==> src/rtl/board_reset_pkg.sv <==
// constants and types for the board reset and interrupt glue
package board_reset_pkg;

  // board clock
  localparam int unsigned CLK_PERIOD_NS   = 4;

  // least time power-on reset stays active after release
  localparam int unsigned POR_MIN_NS      = 150_000_000;
  // least time a push-button level must stay put before it is accepted
  localparam int unsigned DEBOUNCE_MIN_NS = 10_000_000;

  // least times round up to whole cycles
  localparam int unsigned POR_CYCLES      = (POR_MIN_NS + CLK_PERIOD_NS - 1) / CLK_PERIOD_NS;
  localparam int unsigned DEBOUNCE_CYCLES =
    (DEBOUNCE_MIN_NS + CLK_PERIOD_NS - 1) / CLK_PERIOD_NS;

  // counter widths, wide enough for the default counts
  localparam int unsigned POR_CNT_W       = 28;
  localparam int unsigned DEB_CNT_W       = 24;

  // pin synchroniser lanes
  localparam int unsigned SYNC_W          = 11;
  localparam int unsigned LANE_PWR_GOOD   = 0;
  localparam int unsigned LANE_BUTTON     = 1;
  localparam int unsigned LANE_DBG_HRST   = 2;
  localparam int unsigned LANE_DBG_SRST   = 3;
  localparam int unsigned LANE_CPU_HRST   = 4;
  localparam int unsigned LANE_PHY_IRQ    = 5;
  localparam int unsigned LANE_RTC_IRQ    = 6;
  localparam int unsigned LANE_PCI_INTA   = 7;
  localparam int unsigned LANE_PCI_INTB   = 8;
  localparam int unsigned LANE_USB_ILIM   = 9;
  localparam int unsigned LANE_USB_THERM  = 10;

  // idle value of the synchroniser: active-low lanes high, others low
  // lanes 1 to 8 are active low; supply good and the usb faults idle low
  localparam logic [SYNC_W-1:0] SYNC_IDLE = 11'h1fe;

  // values of the registered outputs during and right after reset
  localparam logic RST_LEVEL_ON   = 1'b0;  // active-low reset lines asserted
  localparam logic RST_LEVEL_OFF  = 1'b1;
  localparam logic IRQ_LEVEL_IDLE = 1'b1;  // active-low interrupt lines idle
  localparam logic BUTTON_IDLE    = 1'b0;  // debounced press flag, released

  // power-on reset sequencer
  typedef enum logic [1:0] {
    POR_HOLD  = 2'b00,
    POR_COUNT = 2'b01,
    POR_DONE  = 2'b10
  } por_state_t;

endpackage

==> src/rtl/board_reset_glue.sv <==
// board reset sequencing and external interrupt routing for the host card
//
// Behaviour
// - one common reset line drives the host processor and every board peripheral
// - power-on, hard and soft reset each leave on their own output
// - hard reset active while debug reset request or processor hard-reset output is
// - power-on reset held at least 150 ms after button release and good 3.3 V
// - debug controller pulls its reset line low; passed straight to hard reset
// - push button is debounced into manual_reset_input, one clean reset per press
// - soft reset follows only the debug port soft-reset request
// - soft reset makes processor abort transactions and reload register defaults
// - phy and real-time-clock interrupts ORed onto ext_irq_line_b
// - slot INTA goes to ext_irq_line_d, INTB to ext_irq_line_e
// - current limit, thermal shutdown or undervoltage lockout raise usb fault on line c
`timescale 1ns/100ps
`default_nettype none

module board_reset_glue
  import board_reset_pkg::*;
#(
  parameter int unsigned POR_HOLD_CYCLES = POR_CYCLES,
  parameter int unsigned DEBOUNCE_LEN    = DEBOUNCE_CYCLES
) (
  input  wire logic clk_sys,
  input  wire logic rst,
  // reset sources, all asynchronous pins
  input  wire logic pwr_good_3v3,
  input  wire logic push_button_n,
  input  wire logic dbg_hard_reset_req_n,
  input  wire logic dbg_soft_reset_req_n,
  input  wire logic cpu_hard_reset_out_n,
  // interrupt sources, all asynchronous pins
  input  wire logic phy_link_irq_n,
  input  wire logic timekeeper_irq_n,
  input  wire logic pci_inta_n,
  input  wire logic pci_intb_n,
  input  wire logic usb_current_limit,
  input  wire logic usb_thermal_shutdown,
  input  wire logic undervoltage_lockout,
  // reset outputs
  output logic      power_on_reset_out_n,
  output logic      hard_reset_n,
  output logic      soft_reset_line_n,
  output logic      board_reset_n,
  output logic      manual_reset_input,
  // interrupt outputs toward the processor, active low except usb_power_fault_irq, which is active high
  output logic      ext_irq_line_b_n,
  output logic      ext_irq_line_c_n,
  output logic      ext_irq_line_d_n,
  output logic      ext_irq_line_e_n,
  output logic      usb_power_fault_irq
);

  // ------------------------------------------------------------------
  // pin synchronisers
  // ------------------------------------------------------------------
  logic [SYNC_W-1:0] pin_raw;
  logic [SYNC_W-1:0] meta_ff;
  logic [SYNC_W-1:0] sync_ff;

  // gather pins into lanes; undervoltage lockout has its own lane below
  assign pin_raw[LANE_PWR_GOOD]  = pwr_good_3v3;
  assign pin_raw[LANE_BUTTON]    = push_button_n;
  assign pin_raw[LANE_DBG_HRST]  = dbg_hard_reset_req_n;
  assign pin_raw[LANE_DBG_SRST]  = dbg_soft_reset_req_n;
  assign pin_raw[LANE_CPU_HRST]  = cpu_hard_reset_out_n;
  assign pin_raw[LANE_PHY_IRQ]   = phy_link_irq_n;
  assign pin_raw[LANE_RTC_IRQ]   = timekeeper_irq_n;
  assign pin_raw[LANE_PCI_INTA]  = pci_inta_n;
  assign pin_raw[LANE_PCI_INTB]  = pci_intb_n;
  assign pin_raw[LANE_USB_ILIM]  = usb_current_limit;
  assign pin_raw[LANE_USB_THERM] = usb_thermal_shutdown;

  // two flops per lane; only sync_ff is read by logic
  always_ff @(posedge clk_sys) begin
    if (rst) begin
      meta_ff <= SYNC_IDLE;
      sync_ff <= SYNC_IDLE;
    end else begin
      meta_ff <= pin_raw;
      sync_ff <= meta_ff;
    end
  end

  logic undervoltage_lockout_meta_ff;
  logic undervoltage_lockout_sync_ff;

  // separate lane so the package idle vector stays narrow
  always_ff @(posedge clk_sys) begin
    if (rst) begin
      undervoltage_lockout_meta_ff <= 1'b0;
      undervoltage_lockout_sync_ff <= 1'b0;
    end else begin
      undervoltage_lockout_meta_ff <= undervoltage_lockout;
      undervoltage_lockout_sync_ff <= undervoltage_lockout_meta_ff;
    end
  end

  // named views of the synchronised lanes
  wire pwr_good       = sync_ff[LANE_PWR_GOOD];
  wire button_pressed = ~sync_ff[LANE_BUTTON];
  wire dbg_hrst_req   = ~sync_ff[LANE_DBG_HRST];
  wire dbg_srst_req   = ~sync_ff[LANE_DBG_SRST];
  wire cpu_hrst_req   = ~sync_ff[LANE_CPU_HRST];

  // ------------------------------------------------------------------
  // push-button debounce
  // ------------------------------------------------------------------
  logic                 button_ff;
  logic [DEB_CNT_W-1:0] deb_cnt_ff;
  logic                 nxt_button;
  logic [DEB_CNT_W-1:0] nxt_deb_cnt;

  // the counter only runs while the pin disagrees with the accepted level,
  // so contact bounce keeps restarting it and never reaches the end
  wire deb_differs = button_pressed != button_ff;
  wire deb_expired = deb_cnt_ff == DEB_CNT_W'(DEBOUNCE_LEN - 1);

  assign nxt_button  = (deb_differs && deb_expired) ? button_pressed : button_ff;
  assign nxt_deb_cnt = (!deb_differs || deb_expired) ? '0
                                                     : deb_cnt_ff + DEB_CNT_W'(1);

  // accepted button level and stability counter
  always_ff @(posedge clk_sys) begin
    if (rst) begin
      button_ff  <= BUTTON_IDLE;
      deb_cnt_ff <= '0;
    end else begin
      button_ff  <= nxt_button;
      deb_cnt_ff <= nxt_deb_cnt;
    end
  end

  // ------------------------------------------------------------------
  // power-on reset sequencer
  // ------------------------------------------------------------------
  por_state_t           por_state_ff;
  por_state_t           nxt_por_state;
  logic [POR_CNT_W-1:0] por_cnt_ff;
  logic [POR_CNT_W-1:0] nxt_por_cnt;

  // any loss of supply or a new press restarts the full hold time
  wire por_cause   = button_ff || !pwr_good;
  wire por_expired = por_cnt_ff == POR_CNT_W'(POR_HOLD_CYCLES - 1);

  // state transitions
  always_comb begin
    nxt_por_state = por_state_ff;
    unique case (por_state_ff)
      POR_HOLD: begin
        if (!por_cause) begin
          nxt_por_state = POR_COUNT;
        end
      end
      POR_COUNT: begin
        if (por_cause) begin
          nxt_por_state = POR_HOLD;
        end else if (por_expired) begin
          nxt_por_state = POR_DONE;
        end
      end
      POR_DONE: begin
        if (por_cause) begin
          nxt_por_state = POR_HOLD;
        end
      end
      default: begin
        nxt_por_state = POR_HOLD;
      end
    endcase
  end

  // hold counter only advances while counting toward release
  assign nxt_por_cnt = (por_state_ff == POR_COUNT && !por_cause && !por_expired)
                       ? por_cnt_ff + POR_CNT_W'(1)
                       : '0;

  // sequencer state and hold counter
  always_ff @(posedge clk_sys) begin
    if (rst) begin
      por_state_ff <= POR_HOLD;
      por_cnt_ff   <= '0;
    end else begin
      por_state_ff <= nxt_por_state;
      por_cnt_ff   <= nxt_por_cnt;
    end
  end

  // ------------------------------------------------------------------
  // reset outputs
  // ------------------------------------------------------------------
  logic nxt_por_n;
  logic nxt_hard_n;
  logic nxt_soft_n;
  logic nxt_board_n;

  // power-on reset only drops once the sequencer reaches done
  assign nxt_por_n   = (nxt_por_state == POR_DONE) ? RST_LEVEL_OFF : RST_LEVEL_ON;
  // debug request passes through untouched, no filtering or stretching
  assign nxt_hard_n  = (dbg_hrst_req || cpu_hrst_req) ? RST_LEVEL_ON
                                                      : RST_LEVEL_OFF;
  // soft reset listens to the debug port alone
  assign nxt_soft_n  = dbg_srst_req ? RST_LEVEL_ON : RST_LEVEL_OFF;
  // one shared line for processor and peripherals
  assign nxt_board_n = nxt_por_n & nxt_hard_n;

  // every reset output leaves from a flop, so release lines up with the clock
  always_ff @(posedge clk_sys) begin
    if (rst) begin
      power_on_reset_out_n <= RST_LEVEL_ON;
      hard_reset_n         <= RST_LEVEL_OFF;
      soft_reset_line_n    <= RST_LEVEL_OFF;
      board_reset_n        <= RST_LEVEL_ON;
      manual_reset_input   <= BUTTON_IDLE;
    end else begin
      power_on_reset_out_n <= nxt_por_n;
      hard_reset_n         <= nxt_hard_n;
      soft_reset_line_n    <= nxt_soft_n;
      board_reset_n        <= nxt_board_n;
      manual_reset_input   <= button_ff;
    end
  end

  // ------------------------------------------------------------------
  // interrupt routing
  // ------------------------------------------------------------------
  logic nxt_irq_b_n;
  logic nxt_irq_c_n;
  logic nxt_irq_d_n;
  logic nxt_irq_e_n;
  logic nxt_usb_fault;

  // active-low OR of two active-low sources is an AND
  assign nxt_irq_b_n   = sync_ff[LANE_PHY_IRQ] & sync_ff[LANE_RTC_IRQ];
  // any of the three supply faults counts; no latching, level follows the switch
  assign nxt_usb_fault = sync_ff[LANE_USB_ILIM] | sync_ff[LANE_USB_THERM]
                         | undervoltage_lockout_sync_ff;
  assign nxt_irq_c_n   = ~nxt_usb_fault;
  assign nxt_irq_d_n   = sync_ff[LANE_PCI_INTA];
  assign nxt_irq_e_n   = sync_ff[LANE_PCI_INTB];

  // registered so every line seen by the processor is glitch free
  always_ff @(posedge clk_sys) begin
    if (rst) begin
      ext_irq_line_b_n    <= IRQ_LEVEL_IDLE;
      ext_irq_line_c_n    <= IRQ_LEVEL_IDLE;
      ext_irq_line_d_n    <= IRQ_LEVEL_IDLE;
      ext_irq_line_e_n    <= IRQ_LEVEL_IDLE;
      usb_power_fault_irq <= 1'b0;
    end else begin
      ext_irq_line_b_n    <= nxt_irq_b_n;
      ext_irq_line_c_n    <= nxt_irq_c_n;
      ext_irq_line_d_n    <= nxt_irq_d_n;
      ext_irq_line_e_n    <= nxt_irq_e_n;
      usb_power_fault_irq <= nxt_usb_fault;
    end
  end

endmodule

`default_nettype wire

==> config.mk <==
export PLATFORM = sky130hd
export DESIGN_NAME = board_reset_glue
export DESIGN_NICKNAME = d
export VERILOG_FILES = /design/src/rtl/board_reset_pkg.sv /design/src/rtl/board_reset_glue.sv
export SDC_FILE = /design/constraint.sdc
export NUM_CORES = 1
export LEC_CHECK = 0
export BUFFER_PORTS_ARGS = -buffer_cell sky130_fd_sc_hd__buf_2
export CAP_MARGIN = 20
export CELL_PAD_IN_SITES_DETAIL_PLACEMENT = 2
export CELL_PAD_IN_SITES_GLOBAL_PLACEMENT = 2
export CORE_MARGIN = 2
export CORE_UTILIZATION = 37
export CTS_CLUSTER_DIAMETER = 60
export CTS_CLUSTER_SIZE = 8
export DETAILED_ROUTE_END_ITERATION = 8
export PLACE_DENSITY_LB_ADDON = 0.1
export SLEW_MARGIN = 10
export SYNTH_ARGS = -nofsm -noshare
export SYNTH_HDL_FRONTEND = slang
export SYNTH_SLANG_ARGS = --single-unit
export TNS_END_PERCENT = 100
==> constraint.sdc <==
create_clock -name clk_sys -period 2.2 [get_ports clk_sys]
set_input_delay 0.44 -clock clk_sys [delete_from_list [all_inputs] [get_ports clk_sys]]
set_output_delay 0.44 -clock clk_sys [all_outputs]
set_load 0.03 [all_outputs]
==> impl_metrics.prom, run 1 <==
# TYPE chip_impl_metric gauge
chip_impl_metric{name="synth.net_count",unit=""} 397
chip_impl_info{name="worstReg2RegEnd",value="por_cnt_ff[27]"} 1
chip_impl_info{name="global_route.peak_usage_layer",value="met2"} 1
chip_impl_metric{name="synthToLayoutAreaGrowth",unit="%"} 14.84
chip_impl_metric{name="chipHeight",unit="µm"} 101.6
chip_impl_info{name="synthTopCellsByArea",value="sky130_fd_sc_hd__dfxtp_1 (51%), sky130_fd_sc_hd__a21oi_1 (3.5%), sky130_fd_sc_hd__or2_2 (3.4%)"} 1
chip_impl_metric{name="groute.layer.met2.usage",unit="%"} 32.44
chip_impl_info{name="cts_tree",value="done"} 1
chip_impl_metric{name="count_of_buffers_added_by_post_cts_timing_repair_for_setup",unit=""} 0
chip_impl_metric{name="cp_max_fo",unit=""} 17
chip_impl_info{name="synth_largest_area_cell",value="sky130_fd_sc_hd__dfxtp_1"} 1
chip_impl_metric{name="drt_drc_violations_left",unit=""} 0
chip_impl_metric{name="clock_path_buffers",unit=""} 2
chip_impl_metric{name="reg2reg_setup_slack",unit="ps"} 150
chip_impl_metric{name="insertion_delay_to_the_later_sink_of_the_worst_skew_pair",unit="ps"} 380
chip_impl_metric{name="worst_pin_slew",unit="ps"} 452.6
chip_impl_metric{name="netlist_area",unit="mm²"} 0.003525
chip_impl_info{name="crit-reg2reg-launch",value="por_cnt_ff[8]"} 1
chip_impl_info{name="ys_dominant_reg_cell",value="sky130_fd_sc_hd__dfxtp_1"} 1
chip_impl_metric{name="synth.top_cell.area_share",unit="%"} 50.55
chip_impl_metric{name="worst-endpoint-required",unit="ps"} 2510
chip_impl_metric{name="dpl-instance-area",unit="mm²"} 0.003850
chip_impl_metric{name="grtUsageMet1",unit="%"} 23.27
chip_impl_metric{name="drive_gt1_share",unit="%"} 19.24
chip_impl_metric{name="synth.yosys.seq_area_share",unit="%"} 50.55
chip_impl_metric{name="synth_edf_count",unit=""} 0
chip_impl_metric{name="floorplan.initialDensity",unit="%"} 38.14
chip_impl_metric{name="route.detailed.wl_per_inst",unit="µm"} 15.77
chip_impl_metric{name="initialDrtViolationCount",unit=""} 34
chip_impl_metric{name="max_stage_delay",unit="ps"} 530
chip_impl_metric{name="row_count",unit=""} 35
chip_impl_metric{name="overall_die_width",unit="µm"} 101.6
chip_impl_metric{name="synth_async_sr_flop_share",unit="%"} 0
chip_impl_info{name="worst_hold_startpoint",value="pci_inta_n"} 1
chip_impl_metric{name="avgSynthCellArea",unit="µm²"} 9.251
chip_impl_metric{name="global_route_overflow",unit=""} 0
chip_impl_metric{name="place.port_buffers",unit=""} 23
chip_impl_metric{name="place_congestion",unit=""} 0.7279
chip_impl_metric{name="final-setup-viol-count",unit=""} 0
chip_impl_metric{name="cts.clk_slew.worst_paths",unit="ps"} 110
chip_impl_metric{name="post-route-period-util",unit="%"} 93.11
chip_impl_metric{name="cts_num_sinks",unit=""} 89
chip_impl_metric{name="globalRouteTotalUtil",unit="%"} 18.90
chip_impl_metric{name="routed_wl",unit="µm"} 8676
chip_impl_metric{name="cp.buffers_inverters",unit=""} 1
chip_impl_metric{name="fin_tns_setup",unit="ps"} 0
chip_impl_metric{name="rr_worst_depth",unit=""} 5
chip_impl_info{name="path_delay_family",value="simple AND/OR/NAND/NOR gates"} 1
chip_impl_metric{name="power-per-cell-area",unit="mW/mm²"} 701.6
chip_impl_metric{name="dpl.cell_count",unit=""} 534
chip_impl_metric{name="num_vias",unit=""} 2876
chip_impl_info{name="cts_root_buf",value="sky130_fd_sc_hd__clkbuf_8"} 1
chip_impl_metric{name="holdBufCountCts",unit=""} 0
chip_impl_metric{name="first_global_vias",unit=""} 3109
chip_impl_metric{name="finish.net_count",unit=""} 432
chip_impl_metric{name="core",unit="mm²"} 0.009240
chip_impl_metric{name="timing_max_transition_violations_final",unit=""} 0
chip_impl_metric{name="final_design_area_no_fill",unit="mm²"} 0.004048
chip_impl_metric{name="dp_hpwl",unit="µm"} 6079
chip_impl_info{name="min-delay-path-class",value="in2reg"} 1
chip_impl_info{name="grt_setup_unrepaired",value="false"} 1
chip_impl_metric{name="instances_no_fill",unit=""} 550
chip_impl_metric{name="leakage_power",unit="nW"} 1.333
chip_impl_metric{name="htree_num_levels",unit=""} 3
chip_impl_metric{name="drt_first_pass_iters",unit=""} 4
chip_impl_metric{name="avgViaCountPerCell",unit=""} 5.229
chip_impl_metric{name="fin_worst_hold_slack",unit="ps"} 236.9
chip_impl_info{name="hold-path-endpoint",value="meta_ff[7]"} 1
chip_impl_metric{name="synth_cells",unit=""} 381
chip_impl_metric{name="antenna_found_initial",unit=""} 0
chip_impl_metric{name="netlist-cell-type-count",unit=""} 35
chip_impl_metric{name="cts_buffers",unit=""} 9
chip_impl_info{name="timing.critical_path.cells",value="nand4_1 > or4_1 > buf_4 > or4_1 > a21oi_1"} 1
chip_impl_metric{name="ffs_latches_synth",unit=""} 89
chip_impl_metric{name="routing_usage_on_met3",unit="%"} 4.555
chip_impl_metric{name="hold_depth",unit=""} 2
chip_impl_metric{name="placement.setup.worst_slack",unit="ps"} 128.4
chip_impl_metric{name="floorplan.die_area",unit="mm²"} 0.01032
chip_impl_metric{name="final_critical_path_setup_slack",unit="ps"} 151.6
chip_impl_metric{name="ant_nets",unit=""} 0
chip_impl_metric{name="antenna_cells",unit=""} 0
chip_impl_metric{name="report.power.total",unit="mW"} 2.840
chip_impl_metric{name="final.setup_skew",unit="ps"} 21.54
chip_impl_info{name="timing.setup.critical_path_class",value="reg2reg"} 1
chip_impl_metric{name="wire_length_of_the_first_global_routing_pass",unit="µm"} 15230
chip_impl_metric{name="peakVddDrop",unit="V"} 0.0004440
chip_impl_metric{name="critPathArrivalTime",unit="ps"} 2360
chip_impl_info{name="run_status",value="complete, no violations"} 1
chip_impl_info{name="yosys-top-cells-count",value="sky130_fd_sc_hd__dfxtp_1 (89), sky130_fd_sc_hd__nor2_1 (31), sky130_fd_sc_hd__a21oi_1 (25), sky130_fd_sc_hd__nand2_1 (25), sky130_fd_sc_hd__nand3_1 (20)"} 1
chip_impl_metric{name="max_clock_freq",unit="MHz"} 488.2
chip_impl_metric{name="synth_warnings",unit=""} 0
chip_impl_metric{name="max_cap_viols",unit=""} 0
chip_impl_info{name="timing.critical_path.to_type",value="flip-flop"} 1
chip_impl_metric{name="final_period_minus_worst_setup_slack",unit="ps"} 2048
chip_impl_info{name="post-synth-top-count-cell",value="sky130_fd_sc_hd__dfxtp_1"} 1
chip_impl_metric{name="io_pins",unit=""} 24
chip_impl_metric{name="utilization",unit="%"} 43.81
chip_impl_info{name="cp_common_cell",value="sky130_fd_sc_hd__or4_1"} 1
chip_impl_info{name="critical_path.startpoint_type",value="flip-flop"} 1
chip_impl_metric{name="count_of_endpoints_failing_hold_in_the_final_timing_report",unit=""} 0
chip_impl_metric{name="maxSlewHeadroom",unit="%"} 69.40
chip_impl_metric{name="maximum_number_of_pins_on_one_net_before_global_route_repair",unit=""} 32
chip_impl_info{name="cp_max_stage_cell",value="sky130_fd_sc_hd__or4_1"} 1
## layout by cell type (no fill, tap or decap), types with 2 or more instances in the layout
cell type                  netlist  layout
sky130_fd_sc_hd__and4_1          9       9
sky130_fd_sc_hd__or2_2          19      19
sky130_fd_sc_hd__nor4b_1         5       5
sky130_fd_sc_hd__and3_1          4       4
sky130_fd_sc_hd__nand4_1        16      16
sky130_fd_sc_hd__a21oi_1        25      25
sky130_fd_sc_hd__nor4_1          3       3
sky130_fd_sc_hd__and2_1          2       2
sky130_fd_sc_hd__inv_1           8       8
sky130_fd_sc_hd__nand3_1        20      20
sky130_fd_sc_hd__buf_4           0      18
sky130_fd_sc_hd__nor2b_1        12      12
sky130_fd_sc_hd__nor3_1          5       5
sky130_fd_sc_hd__dfxtp_1        89      89
sky130_fd_sc_hd__or4_1          15      14
sky130_fd_sc_hd__or3_1          15      15
sky130_fd_sc_hd__o31ai_1        10      10
sky130_fd_sc_hd__xor2_1         13      13
sky130_fd_sc_hd__xnor2_1        10      10
sky130_fd_sc_hd__inv_8           0       2
sky130_fd_sc_hd__nand2_1        25      25
sky130_fd_sc_hd__inv_6           0       3
sky130_fd_sc_hd__nor3b_1         2       2
sky130_fd_sc_hd__clkbuf_8        0       9
sky130_fd_sc_hd__o21ai_0        15      15
sky130_fd_sc_hd__buf_2           6      23
sky130_fd_sc_hd__nor2_1         31      31
sky130_fd_sc_hd__ha_1            2       2
sky130_fd_sc_hd__or4_4           1       2
## logic make-up (layout without fill, tap and decap cells)
logic type | after synthesis | count (layout) | synth area share [%]
AND/OR/NAND/NOR | 185 | 185 | 29.82
flip-flops | 89 | 89 | 50.55
AO/OA/AOI/OAI | 57 | 57 | 9.904
buffers and inverters | 25 | 65 | 3.301
XOR/XNOR | 23 | 23 | 5.715
adder cells (fa/ha/maj) | 2 | 2 | 0.7099
## how the worst max path moves through the flow
| stage | startpoint | end | slack, ps | cells after the start |
|---|---|---|---|---|
| after global routing | por_cnt_ff[2] | por_cnt_ff[27] | 10 | 5 |
| final | por_cnt_ff[8] | por_cnt_ff[27] | 150 | 5 |
| after floorplan | deb_cnt_ff[15] | deb_cnt_ff[17] | 310 | 5 |
| after detailed placement | deb_cnt_ff[3] | deb_cnt_ff[23] | 130 | 4 |
| after CTS | deb_cnt_ff[3] | deb_cnt_ff[23] | 110 | 4 |
| after global placement | deb_cnt_ff[4] | deb_cnt_ff[23] | 210 | 4 |
## layer usage
layer / up-vias / wire, µm
met5: - / 0
li1: 1416 / -
met3: 10 / 246
met1: 1421 / 3973
met2: 29 / 4334
met4: 0 / 121
## layout make-up
| type | count | area (µm²) |
|---|---|---|
| Inverter | 8 | 30.03 |
| Timing Repair Buffer | 41 | 250.2 |
| Clock buffer | 9 | 123.9 |
| Clock inverter | 7 | 70.07 |
| Fill cell | 1024 | 5192 |
| Sequential cell | 89 | 1782 |
| Tap cell | 129 | 161.4 |
| Multi-Input combinational cell | 267 | 1630 |
## repair_timing
| item | in CTS | in global routing |
|---|---|---|
| endpoints found under the setup margin | 0 | 1 |
| resized for setup | 0 | 1 |
| hold endpoints to repair | 0 | 0 |
## registers in the layout (all words and copies together) (netlist names)
register / cells
manual_reset_input: 1
board_reset_n: 1
ext_irq_line_d_n: 1
power_on_reset_out_n: 1
undervoltage_lockout_meta_ff: 1
usb_power_fault_irq: 1
sync_ff: 11
ext_irq_line_e_n: 1
por_cnt_ff: 28
ext_irq_line_c_n: 1
por_state_ff: 2
deb_cnt_ff: 24
button_ff: 1
meta_ff: 11
ext_irq_line_b_n: 1
undervoltage_lockout_sync_ff: 1
hard_reset_n: 1
soft_reset_line_n: 1
## report_power, final
group / leakage [nW] / internal [mW] / switching, mW
Sequential: 0.724 / 1.64 / 0.00858
Clock: 0.101 / 0.446 / 0.678
Combinational: 0.508 / 0.0314 / 0.0387
No activity file was read; power rests on OpenSTA's default activity.
==> run 2, diff against run 1 <==
clock period = 2.05 ns   (was 2.2 ns; I/O delays follow)
==> run 2 against run 1 <==
Net effect:
- register-to-register slack worse by 150 ps
- via count is 4.6% higher
- cell count is 4.2% higher
- first-iteration DRC count is 82% higher
- worst hold slack worse by 6.4 ps
- clock skew is 6.2 ps lower
- critical endpoint is now deb_cnt_ff[16]
- largest cell class unchanged
- largest power group unchanged
==> impl_metrics.prom, run 2 (same netlist as run 1, synthesis figures left out) <==
# TYPE chip_impl_metric gauge
chip_impl_info{name="run_status",value="complete, no violations"} 1
chip_impl_metric{name="floorplan.initialDensity",unit="%"} 38.14
chip_impl_metric{name="largest_register_ffs",unit=""} 28
chip_impl_metric{name="cts_num_sinks",unit=""} 89
chip_impl_metric{name="clock_path_buffers",unit=""} 2
chip_impl_info{name="layout.cells.most_common_list",value="sky130_fd_sc_hd__dfxtp_1 (86), sky130_fd_sc_hd__buf_4 (35), sky130_fd_sc_hd__nor2_1 (29)"} 1
chip_impl_metric{name="avgViaCountPerCell",unit=""} 5.251
chip_impl_metric{name="dpl-instance-area",unit="mm²"} 0.004025
chip_impl_metric{name="met2WireLength",unit="µm"} 4914
chip_impl_metric{name="report.power.total",unit="mW"} 3.336
chip_impl_metric{name="antenna_cells",unit=""} 0
chip_impl_info{name="grt_setup_unrepaired",value="true"} 1
chip_impl_info{name="path_delay_family",value="simple AND/OR/NAND/NOR gates"} 1
chip_impl_metric{name="htree_num_levels",unit=""} 3
chip_impl_metric{name="maximum_number_of_pins_on_one_net_before_global_route_repair",unit=""} 32
chip_impl_info{name="timing.critical_path.to_type",value="flip-flop"} 1
chip_impl_metric{name="finish.net_count",unit=""} 455
chip_impl_info{name="min-delay-path-class",value="in2reg"} 1
chip_impl_info{name="cp_common_cell",value="sky130_fd_sc_hd__or4_4"} 1
chip_impl_metric{name="dp_hpwl",unit="µm"} 6615
chip_impl_info{name="timing.critical_path.cells",value="or4_4 > or4_4 > o211ai_4 > buf_6 > a21oi_1"} 1
chip_impl_metric{name="ant_nets",unit=""} 0
chip_impl_metric{name="core",unit="mm²"} 0.009240
chip_impl_info{name="timing.setup.critical_path_class",value="reg2reg"} 1
chip_impl_metric{name="cp_max_fo",unit=""} 7
chip_impl_info{name="cts_tree",value="done"} 1
chip_impl_info{name="reg_top3",value="por_cnt_ff x28, deb_cnt_ff x24"} 1
chip_impl_metric{name="place.port_buffers",unit=""} 23
chip_impl_info{name="top_layer_used",value="met4"} 1
chip_impl_metric{name="cts.clk_slew.worst_paths",unit="ps"} 100
chip_impl_metric{name="global_route_overflow",unit=""} 0
chip_impl_metric{name="globalRouteTotalUtil",unit="%"} 19.88
chip_impl_metric{name="io_pins",unit=""} 24
chip_impl_metric{name="row_count",unit=""} 35
chip_impl_info{name="critical_path.startpoint_type",value="flip-flop"} 1
chip_impl_metric{name="critPathArrivalTime",unit="ps"} 2280
chip_impl_metric{name="num_vias",unit=""} 3009
chip_impl_metric{name="overall_die_width",unit="µm"} 101.6
chip_impl_info{name="regMostFlops",value="por_cnt_ff"} 1
chip_impl_metric{name="antenna_found_initial",unit=""} 0
chip_impl_metric{name="leakage_power",unit="nW"} 1.491
chip_impl_metric{name="max_stage_delay",unit="ps"} 560
chip_impl_metric{name="final.setup_skew",unit="ps"} 15.34
chip_impl_metric{name="drt_first_pass_iters",unit=""} 4
chip_impl_metric{name="worst-endpoint-required",unit="ps"} 2280
chip_impl_metric{name="maxSlewHeadroom",unit="%"} 68.66
chip_impl_metric{name="max_cap_viols",unit=""} 0
chip_impl_metric{name="drive_gt1_share",unit="%"} 26.35
chip_impl_metric{name="wire_length_of_the_first_global_routing_pass",unit="µm"} 16060
chip_impl_metric{name="count_of_endpoints_failing_hold_in_the_final_timing_report",unit=""} 0
chip_impl_metric{name="power-per-cell-area",unit="mW/mm²"} 766.7
chip_impl_metric{name="post-route-period-util",unit="%"} 99.78
chip_impl_metric{name="floorplan.die_area",unit="mm²"} 0.01032
chip_impl_metric{name="max_clock_freq",unit="MHz"} 488.9
chip_impl_metric{name="first_global_vias",unit=""} 3229
chip_impl_metric{name="met3RoutedLength",unit="µm"} 236
chip_impl_metric{name="final-setup-viol-count",unit=""} 0
chip_impl_info{name="layout.cells.most_common",value="sky130_fd_sc_hd__dfxtp_1"} 1
chip_impl_metric{name="drt_drc_violations_left",unit=""} 0
chip_impl_metric{name="routed_wl",unit="µm"} 9790
chip_impl_metric{name="worst_pin_slew",unit="ps"} 463.6
chip_impl_metric{name="cts_buffers",unit=""} 9
chip_impl_metric{name="cp.buffers_inverters",unit=""} 1
chip_impl_info{name="cts_root_buf",value="sky130_fd_sc_hd__clkbuf_8"} 1
chip_impl_info{name="cp_max_stage_cell",value="sky130_fd_sc_hd__or4_4"} 1
chip_impl_metric{name="initialDrtViolationCount",unit=""} 62
chip_impl_metric{name="place_congestion",unit=""} 0.7590
chip_impl_metric{name="metal_1_wl",unit="µm"} 4476
chip_impl_metric{name="fin_worst_hold_slack",unit="ps"} 230.6
chip_impl_metric{name="synthToLayoutAreaGrowth",unit="%"} 23.46
chip_impl_metric{name="route.detailed.wl_per_inst",unit="µm"} 17.09
chip_impl_metric{name="final_design_area_no_fill",unit="mm²"} 0.004352
chip_impl_metric{name="peakVddDrop",unit="V"} 0.0003897
chip_impl_metric{name="insertion_delay_to_the_later_sink_of_the_worst_skew_pair",unit="ps"} 360
chip_impl_metric{name="chipHeight",unit="µm"} 101.6
chip_impl_metric{name="final_period_minus_worst_setup_slack",unit="ps"} 2045
chip_impl_metric{name="timing_max_transition_violations_final",unit=""} 0
chip_impl_metric{name="holdBufCountCts",unit=""} 0
==> run 2: cell count changes in the layout (fill, tap and decap cells not counted), moves of 3 or more <==
| cell | before | now |
|---|---|---|
| sky130_fd_sc_hd__buf_4 | 18 | 35 |
| sky130_fd_sc_hd__buf_6 | 0 | 3 |
| sky130_fd_sc_hd__a21oi_2 | 0 | 6 |
| sky130_fd_sc_hd__bufinv_16 | 0 | 3 |
| sky130_fd_sc_hd__a21oi_1 | 25 | 19 |
| sky130_fd_sc_hd__dfxtp_1 | 89 | 86 |
==> run 2: stage by stage <==
step	setup TNS (ps)	utilization (%)	instances	setup WS [ps]
3_3_place_gp	0	43.56	554	120.0
6_report	0	47.10	573	4.575
5_1_grt	-953.7	47.10	573	-58.05
2_1_floorplan	0	-	381	156.9
4_1_cts	0	46.27	570	18.44
3_5_place_dp	-28.70	43.56	554	-28.70
==> run 2: routing by layer <==
layer  global-route usage (%)  vias up
met1                    24.95     1482
met4                    6.965        0
li1                         -     1475
met3                    4.555       14
met5                        0        -
met2                    33.50       38
==> run 2: cell type report <==
class / count / area [µm²]
repair buffers: 64 / 456.7
clock buffers: 9 / 123.9
flip-flops and latches: 89 / 1788
clock inverters: 7 / 121.4
well taps: 129 / 161.4
fillers: 979 / 4888
inverters: 8 / 30.03
multi-input cells: 267 / 1670
==> run 2: path summary, 6_finish.rpt <==
kind                            to  depth (start not counted)                  from  slack (ps)
setup / recovery    deb_cnt_ff[16]                          5        deb_cnt_ff[20]           5
hold / removal          meta_ff[3]                          2  dbg_soft_reset_req_n         230
setup reg to reg    deb_cnt_ff[16]                          5        deb_cnt_ff[20]           5
hold reg to reg   ext_irq_line_d_n                          1            sync_ff[7]         420
==> run 2: what timing repair did <==
| action | 4_1_cts | 5_1_grt |
|---|---|---|
| setup endpoints to repair | 3 | 26 |
| buffers inserted | 0 | 2 |
| resized for setup | 2 | 17 |
| pin swaps | 0 | 5 |
| gates cloned | 0 | 1 |
==> run 2: power by group <==
part	internal, mW	switching [mW]	leakage (nW)
sequential	1.76	0.00930	0.725
combinational	0.0358	0.0431	0.641
clock	0.821	0.671	0.125
total	2.61	0.724	1.49
==> run 2: worst register-to-register path: stages, from the launching register on <==
cell                       delay, ps
sky130_fd_sc_hd__dfxtp_4         370
sky130_fd_sc_hd__or4_4           470
sky130_fd_sc_hd__or4_4           560
sky130_fd_sc_hd__o211ai_4        290
sky130_fd_sc_hd__buf_6           180
sky130_fd_sc_hd__a21oi_1          50
